`src/rtl/fwpc_pkg.sv`:
```
/*
  Shared constants and types of the flash protection control block.
  Assumes one 25 MHz clock; opcodes and operation time are local choices.
*/
package fwpc_pkg;
  localparam int CLK_PERIOD_NS = 40;
  // stand-in length of every program, erase or register write
  localparam int OP_TIME_NS = 10000;
  localparam int OP_CYCLES = (OP_TIME_NS + CLK_PERIOD_NS - 1) / CLK_PERIOD_NS;
  localparam int BUSY_W = 9;
  localparam logic [BUSY_W-1:0] OP_LAST = BUSY_W'(OP_CYCLES - 1);
  localparam int ADDR_W = 22;
  localparam int KIND_W = 3;
  localparam int SECT_MSB = 21;
  localparam int SECT_LSB = 16;
  localparam logic [6:0] SECTOR_COUNT = 7'h40;
  localparam logic [5:0] PARAM_BOT_LAST = 6'h01;
  localparam logic [5:0] PARAM_TOP_FIRST = 6'h3E;
  localparam logic [2:0] BP_NONE = 3'h0;
  localparam logic [2:0] BP_ALL = 3'h7;
  localparam logic [2:0] BP_VOL_RESET = 3'h7;
  localparam logic [5:0] CNT_OPCODE = 6'h08;
  localparam logic [5:0] CNT_STATUS = 6'h10;
  localparam logic [5:0] CNT_CONFIG = 6'h18;
  localparam logic [5:0] CNT_ADDR = 6'h20;
  localparam logic [5:0] CNT_SAT = 6'h28;
  localparam int SB_WIP = 0;
  localparam int SB_WEL = 1;
  localparam int SB_BP = 2;
  localparam int SB_EFAIL = 5;
  localparam int SB_PFAIL = 6;
  localparam int SB_STATUS_WRITE_DISABLE = 7;
  localparam int CB_LOCK = 0;
  localparam int CB_QUAD = 1;
  localparam int CB_PTOP = 2;
  localparam int CB_BPVOL = 3;
  localparam int CB_FROMBOT = 5;
  localparam logic NV_FLAG_INIT = 1'b0;
  localparam logic [2:0] NV_BP_INIT = 3'h0;
  localparam logic [3:0] PIN_INIT = 4'h5;
  localparam logic [7:0] CMD_WRITE_ENABLE_CMD = 8'hA1;
  localparam logic [7:0] CMD_WRITE_DISABLE_CMD = 8'hA2;
  localparam logic [7:0] CMD_RDSR = 8'hA3;
  localparam logic [7:0] CMD_RDCR = 8'hA4;
  localparam logic [7:0] CMD_REGW = 8'hA5;
  localparam logic [7:0] CMD_PROG = 8'hB1;
  localparam logic [7:0] CMD_QPROG = 8'hB2;
  localparam logic [7:0] CMD_OTP = 8'hB3;
  localparam logic [7:0] CMD_E64 = 8'hC1;
  localparam logic [7:0] CMD_E4 = 8'hC2;
  localparam logic [7:0] CMD_E8 = 8'hC3;
  localparam logic [7:0] CMD_BULK = 8'hC4;
  localparam logic [7:0] CMD_DEEP = 8'hD1;
  localparam logic [7:0] CMD_WAKE = 8'hD2;
  localparam logic [2:0] KIND_PROG = 3'h0;
  localparam logic [2:0] KIND_OTP = 3'h1;
  localparam logic [2:0] KIND_E64 = 3'h2;
  localparam logic [2:0] KIND_E4 = 3'h3;
  localparam logic [2:0] KIND_E8 = 3'h4;
  localparam logic [2:0] KIND_BULK = 3'h5;
  localparam logic [2:0] KIND_REG = 3'h6;
  typedef enum logic [1:0] {S_READY, S_BUSY, S_DEEP} fwpc_state_e;
endpackage : fwpc_pkg

```
`src/rtl/fwpc_prot_if.sv`:
```
/*
  Bundle between the control logic and the protected-range decoder.
  Assumes the user side drives code, direction and sector.
*/
`timescale 1ns/1ns
`default_nettype none
interface fwpc_prot_if;
  logic [2:0] bp;
  logic fromBottom;
  logic [5:0] sector;
  logic hit;
  modport dec (input bp, input fromBottom, input sector, output hit);
  modport user (output bp, output fromBottom, output sector, input hit);
endinterface : fwpc_prot_if
`default_nettype wire

```
`src/rtl/fwpc_top.sv`:
```
/*
  Write-protection and configuration control of a serial flash: SPI
  command decode, status and configuration bits, protect decode, busy.
  Assumes an SPI mode 0/3 master, sck at most ref_clk/8, and cellInit
  pulsed once before use to seed the non-volatile cells.
*/
`timescale 1ns/1ns
`default_nettype none
module fwpc_top (
  input wire logic ref_clk,
  input wire logic rst,
  input wire logic cellInit,
  input wire logic sck,
  input wire logic csN,
  input wire logic si,
  input wire logic wpN,
  output logic so,
  output logic soOe,
  output logic powerActive,
  output logic deepPowerDown,
  output logic writeInProgress,
  output logic opStart,
  output logic [fwpc_pkg::KIND_W-1:0] opKind,
  output logic [fwpc_pkg::ADDR_W-1:0] opAddr
);
  import fwpc_pkg::*;

  logic [3:0] pinQ;
  logic sckQ, csQ, siQ, wpQ;
  fwpc_prot_if pi ();

  fwpc_sync #(.W(4), .INIT(PIN_INIT)) u_sync (
    .ref_clk(ref_clk),
    .rst(rst),
    .d({sck, csN, si, wpN}),
    .q(pinQ)
  );
  assign {sckQ, csQ, siQ, wpQ} = pinQ;

  fwpc_range u_range (
    .pi(pi)
  );

  fwpc_state_e state_r, state_nxt;
  logic sckPrev_r, sckPrev_nxt, csPrev_r, csPrev_nxt;
  logic [31:0] shift_r, shift_nxt;
  logic [5:0] cnt_r, cnt_nxt;
  logic [2:0] mod_r, mod_nxt;
  logic [7:0] op_r, op_nxt, outSh_r, outSh_nxt;
  logic outAct_r, outAct_nxt, so_r, so_nxt, soOe_r, soOe_nxt;
  logic wel_r, wel_nxt, lock_r, lock_nxt, pFail_r, pFail_nxt, eFail_r, eFail_nxt;
  logic [2:0] bpV_r, bpV_nxt;
  logic [BUSY_W-1:0] busy_r, busy_nxt;
  logic opStart_r, opStart_nxt;
  logic [KIND_W-1:0] opKind_r, opKind_nxt;
  logic [ADDR_W-1:0] opAddr_r, opAddr_nxt;
  logic active_r, active_nxt, dpd_r, dpd_nxt, wip_r, wip_nxt;
  // non-volatile cells: untouched by rst, seeded by cellInit
  logic status_write_disable_r, status_write_disable_nxt, quad_r, quad_nxt, pTop_r, pTop_nxt;
  logic bpVol_r, bpVol_nxt, fromBot_r, fromBot_nxt;
  logic [2:0] block_protect_volatile_r, block_protect_volatile_nxt;
  logic sckRise, sckFall, csRise, frameOk, wpEff, hwProt, inParam, launch;
  logic [2:0] bpEff;
  logic [KIND_W-1:0] kind;
  logic [7:0] statusByte, configByte, st, cf;
  logic [5:0] sector;

  assign sector = shift_r[SECT_MSB:SECT_LSB];
  assign pi.bp = bpEff;
  assign pi.fromBottom = fromBot_r;
  assign pi.sector = sector;

  always_comb begin
    state_nxt = state_r;
    sckPrev_nxt = sckQ;
    csPrev_nxt = csQ;
    shift_nxt = shift_r;
    cnt_nxt = cnt_r;
    mod_nxt = mod_r;
    op_nxt = op_r;
    outSh_nxt = outSh_r;
    outAct_nxt = outAct_r;
    so_nxt = so_r;
    wel_nxt = wel_r;
    lock_nxt = lock_r;
    pFail_nxt = pFail_r;
    eFail_nxt = eFail_r;
    bpV_nxt = bpV_r;
    busy_nxt = busy_r;
    opStart_nxt = 1'b0;
    opKind_nxt = opKind_r;
    opAddr_nxt = opAddr_r;
    status_write_disable_nxt = status_write_disable_r;
    quad_nxt = quad_r;
    pTop_nxt = pTop_r;
    bpVol_nxt = bpVol_r;
    fromBot_nxt = fromBot_r;
    block_protect_volatile_nxt = block_protect_volatile_r;
    launch = 1'b0;
    kind = KIND_PROG;
    sckRise = sckQ & ~sckPrev_r;
    sckFall = ~sckQ & sckPrev_r;
    csRise = csQ & ~csPrev_r;
    wpEff = quad_r | wpQ;
    hwProt = status_write_disable_r & ~wpEff;
    bpEff = bpVol_r ? bpV_r : block_protect_volatile_r;
    inParam = pTop_r ? (sector >= PARAM_TOP_FIRST) : (sector <= PARAM_BOT_LAST);
    frameOk = (mod_r == 3'h0) && (cnt_r >= CNT_OPCODE);
    statusByte = '0;
    statusByte[SB_WIP] = (state_r == S_BUSY);
    statusByte[SB_WEL] = wel_r;
    statusByte[SB_BP +: 3] = bpEff;
    statusByte[SB_EFAIL] = eFail_r;
    statusByte[SB_PFAIL] = pFail_r;
    statusByte[SB_STATUS_WRITE_DISABLE] = status_write_disable_r;
    // bits 7, 6 and 4 stay zero whatever was written
    configByte = '0;
    configByte[CB_LOCK] = lock_r;
    configByte[CB_QUAD] = quad_r;
    configByte[CB_PTOP] = pTop_r;
    configByte[CB_BPVOL] = bpVol_r;
    configByte[CB_FROMBOT] = fromBot_r;
    st = (cnt_r == CNT_STATUS) ? shift_r[7:0] : shift_r[15:8];
    cf = shift_r[7:0];

    if (!csQ) begin
      if (sckRise) begin
        // only the first 32 bits are kept; later bits are just counted
        if (cnt_r < CNT_ADDR) begin
          shift_nxt = {shift_r[30:0], siQ};
        end
        if (cnt_r < CNT_SAT) begin
          cnt_nxt = cnt_r + 6'h01;
        end
        mod_nxt = mod_r + 3'h1;
        if (cnt_r == CNT_OPCODE - 6'h01) begin
          op_nxt = {shift_r[6:0], siQ};
          if (state_r != S_DEEP && op_nxt == CMD_RDSR) begin
            outSh_nxt = statusByte;
            outAct_nxt = 1'b1;
          end else if (state_r != S_DEEP && op_nxt == CMD_RDCR) begin
            outSh_nxt = configByte;
            outAct_nxt = 1'b1;
          end
        end
      end
      if (sckFall && outAct_r) begin
        so_nxt = outSh_r[7];
        outSh_nxt = {outSh_r[6:0], outSh_r[7]};
      end
    end
    if (csRise) begin
      cnt_nxt = '0;
      mod_nxt = '0;
      outAct_nxt = 1'b0;
    end

    case (state_r)
      S_BUSY: begin
        if (busy_r == '0) begin
          state_nxt = S_READY;
          wel_nxt = 1'b0;
        end else begin
          busy_nxt = busy_r - 1'b1;
        end
      end
      S_DEEP: begin
        // only the wake command is heard
        if (csRise && frameOk && op_r == CMD_WAKE) begin
          state_nxt = S_READY;
        end
      end
      S_READY: begin
        if (csRise && frameOk) begin
          case (op_r)
            CMD_WRITE_ENABLE_CMD: wel_nxt = 1'b1;
            CMD_WRITE_DISABLE_CMD: wel_nxt = 1'b0;
            CMD_DEEP: state_nxt = S_DEEP;
            CMD_REGW: begin
              if (wel_r && (cnt_r == CNT_STATUS || cnt_r == CNT_CONFIG)) begin
                launch = 1'b1;
                kind = KIND_REG;
                if (!hwProt) begin
                  status_write_disable_nxt = st[SB_STATUS_WRITE_DISABLE];
                  if (!lock_r) begin
                    if (bpVol_r) begin
                      bpV_nxt = st[SB_BP +: 3];
                    end else begin
                      block_protect_volatile_nxt = st[SB_BP +: 3];
                    end
                  end
                end
                if (cnt_r == CNT_CONFIG && !lock_r) begin
                  lock_nxt = cf[CB_LOCK];
                  quad_nxt = cf[CB_QUAD];
                  pTop_nxt = pTop_r | cf[CB_PTOP];
                  bpVol_nxt = bpVol_r | cf[CB_BPVOL];
                  fromBot_nxt = fromBot_r | cf[CB_FROMBOT];
                end
              end
            end
            CMD_PROG, CMD_QPROG: begin
              if (wel_r && cnt_r >= CNT_ADDR) begin
                pFail_nxt = pi.hit;
                launch = ~pi.hit;
              end
            end
            CMD_OTP: begin
              if (wel_r && cnt_r >= CNT_ADDR) begin
                pFail_nxt = 1'b0;
                launch = 1'b1;
                kind = KIND_OTP;
              end
            end
            CMD_E64, CMD_E4, CMD_E8: begin
              if (wel_r && cnt_r >= CNT_ADDR) begin
                // small erases only land inside the parameter sectors
                eFail_nxt = pi.hit | (op_r != CMD_E64 && !inParam);
                launch = ~eFail_nxt;
                kind = (op_r == CMD_E64) ? KIND_E64 : (op_r == CMD_E4) ? KIND_E4 : KIND_E8;
              end
            end
            CMD_BULK: begin
              if (wel_r) begin
                eFail_nxt = (bpEff != BP_NONE);
                launch = ~eFail_nxt;
                kind = KIND_BULK;
              end
            end
            default: ;
          endcase
        end
      end
      default: state_nxt = S_READY;
    endcase

    if (launch) begin
      state_nxt = S_BUSY;
      busy_nxt = OP_LAST;
      opStart_nxt = 1'b1;
      opKind_nxt = kind;
      opAddr_nxt = shift_r[ADDR_W-1:0];
    end
    if (cellInit) begin
      status_write_disable_nxt = NV_FLAG_INIT;
      quad_nxt = NV_FLAG_INIT;
      pTop_nxt = NV_FLAG_INIT;
      bpVol_nxt = NV_FLAG_INIT;
      fromBot_nxt = NV_FLAG_INIT;
      block_protect_volatile_nxt = NV_BP_INIT;
    end
    soOe_nxt = outAct_nxt & ~csQ;
    active_nxt = ~csQ | (state_nxt == S_BUSY);
    dpd_nxt = (state_nxt == S_DEEP);
    wip_nxt = (state_nxt == S_BUSY);
  end

  always_ff @(posedge ref_clk) begin
    if (rst) begin
      state_r <= S_READY;
      sckPrev_r <= 1'b0;
      csPrev_r <= 1'b1;
      shift_r <= '0;
      cnt_r <= '0;
      mod_r <= '0;
      op_r <= '0;
      outSh_r <= '0;
      outAct_r <= 1'b0;
      so_r <= 1'b0;
      soOe_r <= 1'b0;
      wel_r <= 1'b0;
      lock_r <= 1'b0;
      pFail_r <= 1'b0;
      eFail_r <= 1'b0;
      bpV_r <= BP_VOL_RESET;
      busy_r <= '0;
      opStart_r <= 1'b0;
      opKind_r <= '0;
      opAddr_r <= '0;
      active_r <= 1'b0;
      dpd_r <= 1'b0;
      wip_r <= 1'b0;
    end else begin
      state_r <= state_nxt;
      sckPrev_r <= sckPrev_nxt;
      csPrev_r <= csPrev_nxt;
      shift_r <= shift_nxt;
      cnt_r <= cnt_nxt;
      mod_r <= mod_nxt;
      op_r <= op_nxt;
      outSh_r <= outSh_nxt;
      outAct_r <= outAct_nxt;
      so_r <= so_nxt;
      soOe_r <= soOe_nxt;
      wel_r <= wel_nxt;
      lock_r <= lock_nxt;
      pFail_r <= pFail_nxt;
      eFail_r <= eFail_nxt;
      bpV_r <= bpV_nxt;
      busy_r <= busy_nxt;
      opStart_r <= opStart_nxt;
      opKind_r <= opKind_nxt;
      opAddr_r <= opAddr_nxt;
      active_r <= active_nxt;
      dpd_r <= dpd_nxt;
      wip_r <= wip_nxt;
    end
  end

  always_ff @(posedge ref_clk) begin
    status_write_disable_r <= status_write_disable_nxt;
    quad_r <= quad_nxt;
    pTop_r <= pTop_nxt;
    bpVol_r <= bpVol_nxt;
    fromBot_r <= fromBot_nxt;
    block_protect_volatile_r <= block_protect_volatile_nxt;
  end

  assign so = so_r;
  assign soOe = soOe_r;
  assign powerActive = active_r;
  assign deepPowerDown = dpd_r;
  assign writeInProgress = wip_r;
  assign opStart = opStart_r;
  assign opKind = opKind_r;
  assign opAddr = opAddr_r;

  property p_active;
    @(posedge ref_clk) disable iff (rst) !csQ |=> active_r;
  endproperty
  a_active: assert property (p_active)
    else $error("selected device not active");
  property p_deep;
    @(posedge ref_clk) disable iff (rst) dpd_r ##1 dpd_r |-> !opStart_r;
  endproperty
  a_deep: assert property (p_deep)
    else $error("operation started in deep power-down");
  property p_wip;
    @(posedge ref_clk) disable iff (rst) opStart_r |-> wip_r[*8];
  endproperty
  a_wip: assert property (p_wip)
    else $error("busy flag dropped early");
  property p_hwprot;
    @(posedge ref_clk) disable iff (rst || cellInit) hwProt |=> $stable({status_write_disable_r, block_protect_volatile_r});
  endproperty
  a_hwprot: assert property (p_hwprot)
    else $error("status changed under hardware protection");
  property p_lock;
    @(posedge ref_clk) disable iff (rst || cellInit)
      lock_r |=> lock_r && $stable({bpEff, fromBot_r, pTop_r});
  endproperty
  a_lock: assert property (p_lock)
    else $error("locked bits changed");
  property p_onetime;
    @(posedge ref_clk) disable iff (rst || cellInit)
      (pTop_r || bpVol_r || fromBot_r) |=>
      (({pTop_r, bpVol_r, fromBot_r} & $past({pTop_r, bpVol_r, fromBot_r}))
       == $past({pTop_r, bpVol_r, fromBot_r}));
  endproperty
  a_onetime: assert property (p_onetime)
    else $error("one-time bit returned to zero");
  property p_top1;
    @(posedge ref_clk) disable iff (rst)
      (bpEff == 3'h1 && !fromBot_r) |-> (pi.hit == (sector == 6'h3F));
  endproperty
  a_top1: assert property (p_top1)
    else $error("top-down decode wrong");
  property p_bot6;
    @(posedge ref_clk) disable iff (rst)
      (bpEff == 3'h6 && fromBot_r) |-> (pi.hit == !sector[5]);
  endproperty
  a_bot6: assert property (p_bot6)
    else $error("bottom-up decode wrong");
  property p_nohit;
    @(posedge ref_clk) disable iff (rst)
      opStart_r && opKind_r != KIND_OTP && opKind_r != KIND_REG && opKind_r != KIND_BULK
      |-> !$past(pi.hit);
  endproperty
  a_nohit: assert property (p_nohit)
    else $error("protected sector modified");
  property p_wel;
    @(posedge ref_clk) disable iff (rst) opStart_r |-> $past(wel_r) && $past(mod_r) == 3'h0;
  endproperty
  a_wel: assert property (p_wel)
    else $error("operation without latch or whole bytes");
  property p_welclr;
    @(posedge ref_clk) disable iff (rst) $fell(wip_r) |-> !wel_r;
  endproperty
  a_welclr: assert property (p_welclr)
    else $error("latch kept after completion");
endmodule : fwpc_top
`default_nettype wire

```
`src/rtl/fwpc_sync.sv`:
```
/*
  Two-flop synchroniser for pins from outside the ref_clk domain.
  Assumes inputs are plain levels; no glitch filtering.
*/
`timescale 1ns/1ns
`default_nettype none
module fwpc_sync #(
  parameter int W = 1,
  parameter logic [W-1:0] INIT = '0
) (
  input wire logic ref_clk,
  input wire logic rst,
  input wire logic [W-1:0] d,
  output logic [W-1:0] q
);
  logic [W-1:0] meta_r, meta_nxt, q_r, q_nxt;

  always_comb begin
    meta_nxt = d;
    // the first stage is read by the second one only
    q_nxt = meta_r;
  end

  always_ff @(posedge ref_clk) begin
    if (rst) begin
      meta_r <= INIT;
      q_r <= INIT;
    end else begin
      meta_r <= meta_nxt;
      q_r <= q_nxt;
    end
  end

  assign q = q_r;
endmodule : fwpc_sync
`default_nettype wire

```
`src/rtl/fwpc_range.sv`:
```
/*
  Decodes the block-protect code into a protected 64 KB sector range.
  Assumes a 64-sector array; purely combinational.
*/
`timescale 1ns/1ns
`default_nettype none
module fwpc_range (
  fwpc_prot_if.dec pi
);
  import fwpc_pkg::*;
  logic [6:0] span;

  always_comb begin
    // codes 1..6 cover 1, 2, 4 ... 32 sectors
    span = 7'h01 << (pi.bp - 3'h1);
    if (pi.bp == BP_NONE) begin
      pi.hit = 1'b0;
    end else if (pi.bp == BP_ALL) begin
      pi.hit = 1'b1;
    end else if (pi.fromBottom) begin
      pi.hit = {1'b0, pi.sector} < span;
    end else begin
      pi.hit = {1'b0, pi.sector} >= (SECTOR_COUNT - span);
    end
  end
endmodule : fwpc_range
`default_nettype wire

```
`config.mk`:
```
export PLATFORM = sky130hd
export DESIGN_NAME = fwpc_top
export DESIGN_NICKNAME = d
export VERILOG_FILES = /design/src/rtl/fwpc_pkg.sv /design/src/rtl/fwpc_prot_if.sv /design/src/rtl/fwpc_top.sv /design/src/rtl/fwpc_sync.sv /design/src/rtl/fwpc_range.sv
export SDC_FILE = /design/constraint.sdc
export NUM_CORES = 1
export LEC_CHECK = 0
export BUFFER_PORTS_ARGS = -buffer_cell sky130_fd_sc_hd__buf_2
export CAP_MARGIN = 20
export CORE_ASPECT_RATIO = 1.4
export CORE_MARGIN = 3
export CORE_UTILIZATION = 35
export CTS_BUF_LIST = sky130_fd_sc_hd__clkbuf_4 sky130_fd_sc_hd__clkbuf_8 sky130_fd_sc_hd__clkbuf_16
export DETAILED_ROUTE_END_ITERATION = 7
export PLACE_DENSITY = 0.59
export RECOVER_POWER = 100
export SETUP_SLACK_MARGIN = 0.02
export SLEW_MARGIN = 0
export SYNTH_ARGS = -nofsm -noshare
export SYNTH_HDL_FRONTEND = slang
export SYNTH_SLANG_ARGS = --single-unit
```
`constraint.sdc`:
```
create_clock -name ref_clk -period 3.6 [get_ports ref_clk]
set_clock_uncertainty 0.15 [all_clocks]
set_input_delay 0.72 -clock ref_clk [delete_from_list [all_inputs] [get_ports ref_clk]]
set_output_delay 0.72 -clock ref_clk [all_outputs]
set_load 0.005 [all_outputs]
```
==> key figures <==
Worst setup path
  • Required @ worst endpoint: around 3.8 ns
  • Worst Setup End Kind: register
  • CP startpoint kind: register
  • Crit-path cells: buf_6 -> nor4b_4 -> nor2_2 -> ha_4 -> xnor2_2 -> ha_1 -> a211oi_2 -> o211ai_1 -> a221oi_2 -> o22ai_2 -> a211oi_4 -> buf_6 -> clkbuf_16 -> mux2i_1
  • CP max stage cell: dfxtp_4
  • Critical Path AT: ~3.6 ns
  • Worst path bufs/invs: 3
  • Cell count along the critical path: 14
  • CP dominant cell by count: buf_6
  • Largest stage delay, worst path: roughly 0.37 ns
  • WS Path Type: register to register
  • Crit Path Max Fanout: 7
  • Largest delay contributor family on the critical path: compound AO/OA/AOI/OAI gates
  • R2R cell count: 14

Detailed routing
  • Vias: ~4700
  • Via-to-Cell Ratio: 5.26
  • ANT nets after route: 0
  • TritonRoute pass-1 iters: 4
  • Final wirelength: 14200 um
  • Initial DRC count: 220
  • Residual DRC count: 0
  • WL/cell: about 16 um

Place
  • PortBufs: 37
  • Dpl cell area: roughly 6000 sq um
  • Dpl hpwl: between 9000 and 10000 um
  • Placed Cells: approximately 850
  • GPL Wtd Cong: around 0.88

Clock network
  • Maximum clock path buffer count: 2
  • CTS root buf: clkbuf_16
  • Clock buffer count from CTS: 17
  • CTS tree: yes
  • Worst skew pair latency: between 0.4 and 0.5 ns
  • Hold-fix buffers, CTS: 0
  • Clk pin slew, worst setup/hold paths: ~0.05 ns
  • Clock tree sinks: 115
  • H-tree depth: 4

Yosys
  • Asr flop ratio synth: 0%
  • Synthesized flop and latch total: 115
  • Avg Inst Size Synth: around 8.8 sq um
  • EDFF count, synth: 0
  • Synthesized instance count: between 600 and 700
  • Seq/Total Area, Yosys: 40.7%
  • Ys flop type: dfxtp_1
  • Synth Cell Area: roughly 5700 sq um
  • Yosys cell types: between 60 and 70
  • Syn nets: between 600 and 700
  • Yosys warning count: 0

Die
  • Die width: roughly 110 um
  • Chip height: ~160 um
  • Ports: 38
  • # rows: 54
  • Full die area: approximately 18000 sq um
  • Core area: about 16000 sq um
  • Starting density of the core: 35.9%

Final layout
  • Flip-flop and latch area: about 2300 sq um
  • Area Overhead vs Synth: 19.6%
  • Fill count: approximately 1600
  • Diodes inserted: 0
  • Post-Layout Cell Count: 894
  • Multi-input logic area: about 3200 sq um
  • NumNets Final: just over 700
  • Final Util: a little over two fifths
  • Final instance area: a little under 7000 sq um
  • Share of layout cells above drive strength 1: between 10% and 20%

Global route
  • Total gr overflow: 0
  • Largest net degree at the start of global routing: approximately 100
  • Global-route wire length before repair: ~22000 um
  • Total GRT Usage: between 15 and 20%
  • Initial antenna violation count: 0
  • Number of global-route vias before repair: between 4000 and 5000

STA
  • Worst-Margin Slew: approximately 1.1 ns
  • Fin crit share: ~96%
  • Pins Over Slew Limit: 0
  • Final hold violation count: 0
  • Max-slew headroom: between 20 and 30%
  • Fmax: roughly 0.29 GHz
  • Final min period: ~3.5 ns
  • Setup Viol. Count Final: 0
  • Hold slack: 0.255 ns

Power
  • Switch share: about a fifth
  • Pleak: between 2 and 2.5 nW
  • Power Density: roughly 440 nW/um^2
  • VDD IR-drop max: 0.254 mV
  • Clock power share: around 55%
  • Sw Pwr: 605 uW
  • Seq pwr share: ~43%
  • Logic gate share of total power: 1.4%
  • Int Pwr: ~2.4 mW

Worst hold path
  • Hold crit path type: register to register
  • Hold path cells: 1

Run
  • MaxCap Viol Count: 0

Status
  • Status: finished clean
[cell usage after synthesis, drive strengths merged, types with 2 or more instances]
cell type | n | area (sq um)
o31a | 2 | 17.5
buf | 13 | 96.3
nor4 | 9 | 77.6
xnor2 | 5 | 43.8
ha | 17 | 213
nand4 | 9 | 56.3
or2 | 6 | 37.5
nand2b | 50 | 313
nor4b | 3 | 32.5
and2 | 3 | 18.8
nand3b | 3 | 22.5
a221oi | 3 | 38.8
clkbuf | 23 | 86.3
nand3 | 10 | 62.6
o211ai | 4 | 30.0
nor3b | 5 | 42.5
nand2 | 78 | 293
or3b | 2 | 17.5
a21oi | 49 | 245
a21o | 3 | 22.5
nor4bb | 2 | 20.0
o21ai | 20 | 100
nor3 | 7 | 45.0
mux2 | 6 | 71.3
mux2i | 47 | 483
and4 | 3 | 26.3
xor2 | 10 | 87.6
a211o | 4 | 35.0
nor2 | 61 | 229
inv | 15 | 56.3
or4 | 2 | 15.0
a31oi | 4 | 25.0
and4bb | 4 | 50.0
a211oi | 8 | 70.1
and3 | 6 | 37.5
nand4bb | 2 | 22.5
a311oi | 4 | 35.0
nand4b | 2 | 17.5
dfxtp | 115 | 2300
nor2b | 9 | 56.3
[final timing paths]
kind / startpoint / end / slack [ns]
max: bpVol_r / opAddr[6] / 0.15
min: u_sync.meta_r[2] / u_sync.q[2] / 0.25
max reg2reg: bpVol_r / opAddr[6] / 0.15
min reg2reg: u_sync.meta_r[2] / u_sync.q[2] / 0.25
[power by group through the flow]
stage / clock network (mW) / registers [mW] / logic (mW)
finish: 1.65 / 1.28 / 0.0414
global route: 1.72 / 1.28 / 0.0455
CTS: 1.67 / 1.28 / 0.0427
detailed placement: 0 / 1.31 / 0.0425
global placement: 0 / 1.31 / 0.0416
floorplan: 0 / 1.31 / 0.0326
[cell type report]
cell class              instances  share of cell area (%)
clock inverters                 9                    1.57
well taps                     196                    3.62
multi-input cells             474                    46.7
repair buffers                 63                    6.17
inverters                      15                   0.832
flip-flops and latches        115                    34.1
clock buffers                  22                    7.02
[cell families after synthesis]
logic type | share of synthesized area (%)
compound gates | 12.4
xor+xnor | 2.32
fa+ha+maj | 3.76
buf+inv | 4.22
flops | 40.7
mux | 9.79
simple gates | 26.8
[through the flow]
step,power [mW],setup WS [ns],TNS [ns]
6_report,2.97,0.145,0
5_1_grt,3.05,-0.0372,-0.230
4_1_cts,2.99,0.104,0
3_5_place_dp,1.35,-0.0198,-0.0714
3_3_place_gp,1.35,0.117,0
2_1_floorplan,1.34,0.213,0
[per-layer routing]
metal,GRT usage [%],share of wire [%]
met1,17.7,43
met2,27.2,50
met3,3.56,2.9
met4,8.19,3.7
met5,0,0
[state kept, by name (all words and copies together), names as in the netlist, 2 cells and up]
register / flops
opKind: 3
op_r: 8
u_sync.meta_r: 4
shift_r: 22
outSh_r: 8
bpV_r: 3
opAddr: 22
state_r: 2
u_sync.q: 4
mod_r: 3
block_protect_volatile_r: 3
cnt_r: 6
busy_r: 9
[worst reg2reg max path, delay by kind of cell (launching register included)]
| kind | cells | cell delay, ns |
|---|---|---|
| fa+ha+maj | 2 | 0.50 |
| mux | 1 | 0.18 |
| simple gates | 2 | 0.40 |
| buf+inv | 3 | 0.46 |
| xor+xnor | 1 | 0.12 |
| compound gates | 5 | 1.21 |
| flops | 1 | 0.37 |
[layout by cell type, fill, tap and decap left out, drive strengths merged, types with 3 or more instances in the layout]
cell and n:
nor2 61, nor2b 9, mux2i 47, and4 3, nor4b 3, xnor2 5
dfxtp 115, clkbuf 40, nand4 9, a221oi 3, mux2 6, a211o 4
a211oi 8, nand2b 50, nand3b 3, clkinv 4, inv 15, nand3 10
and2 3, and3 6, or2 6, buf 45, nor3 7, a21oi 49
nor3b 5, a21o 3, a311oi 4, nor4 9, nand2 78, o211ai 4
xor2 10, and4bb 4, ha 17, a31oi 4, o21ai 20, clkinvlp 3
[what timing repair did]
| action | in CTS | in global routing |
|---|---|---|
| setup buffers | 0 | 13 |
| resized for setup | 1 | 15 |
| pin swaps | 0 | 11 |
| cloned | 0 | 3 |
| endpoints found under the setup margin | 25 | 36 |
No activity file was read; power rests on OpenSTA's default activity.
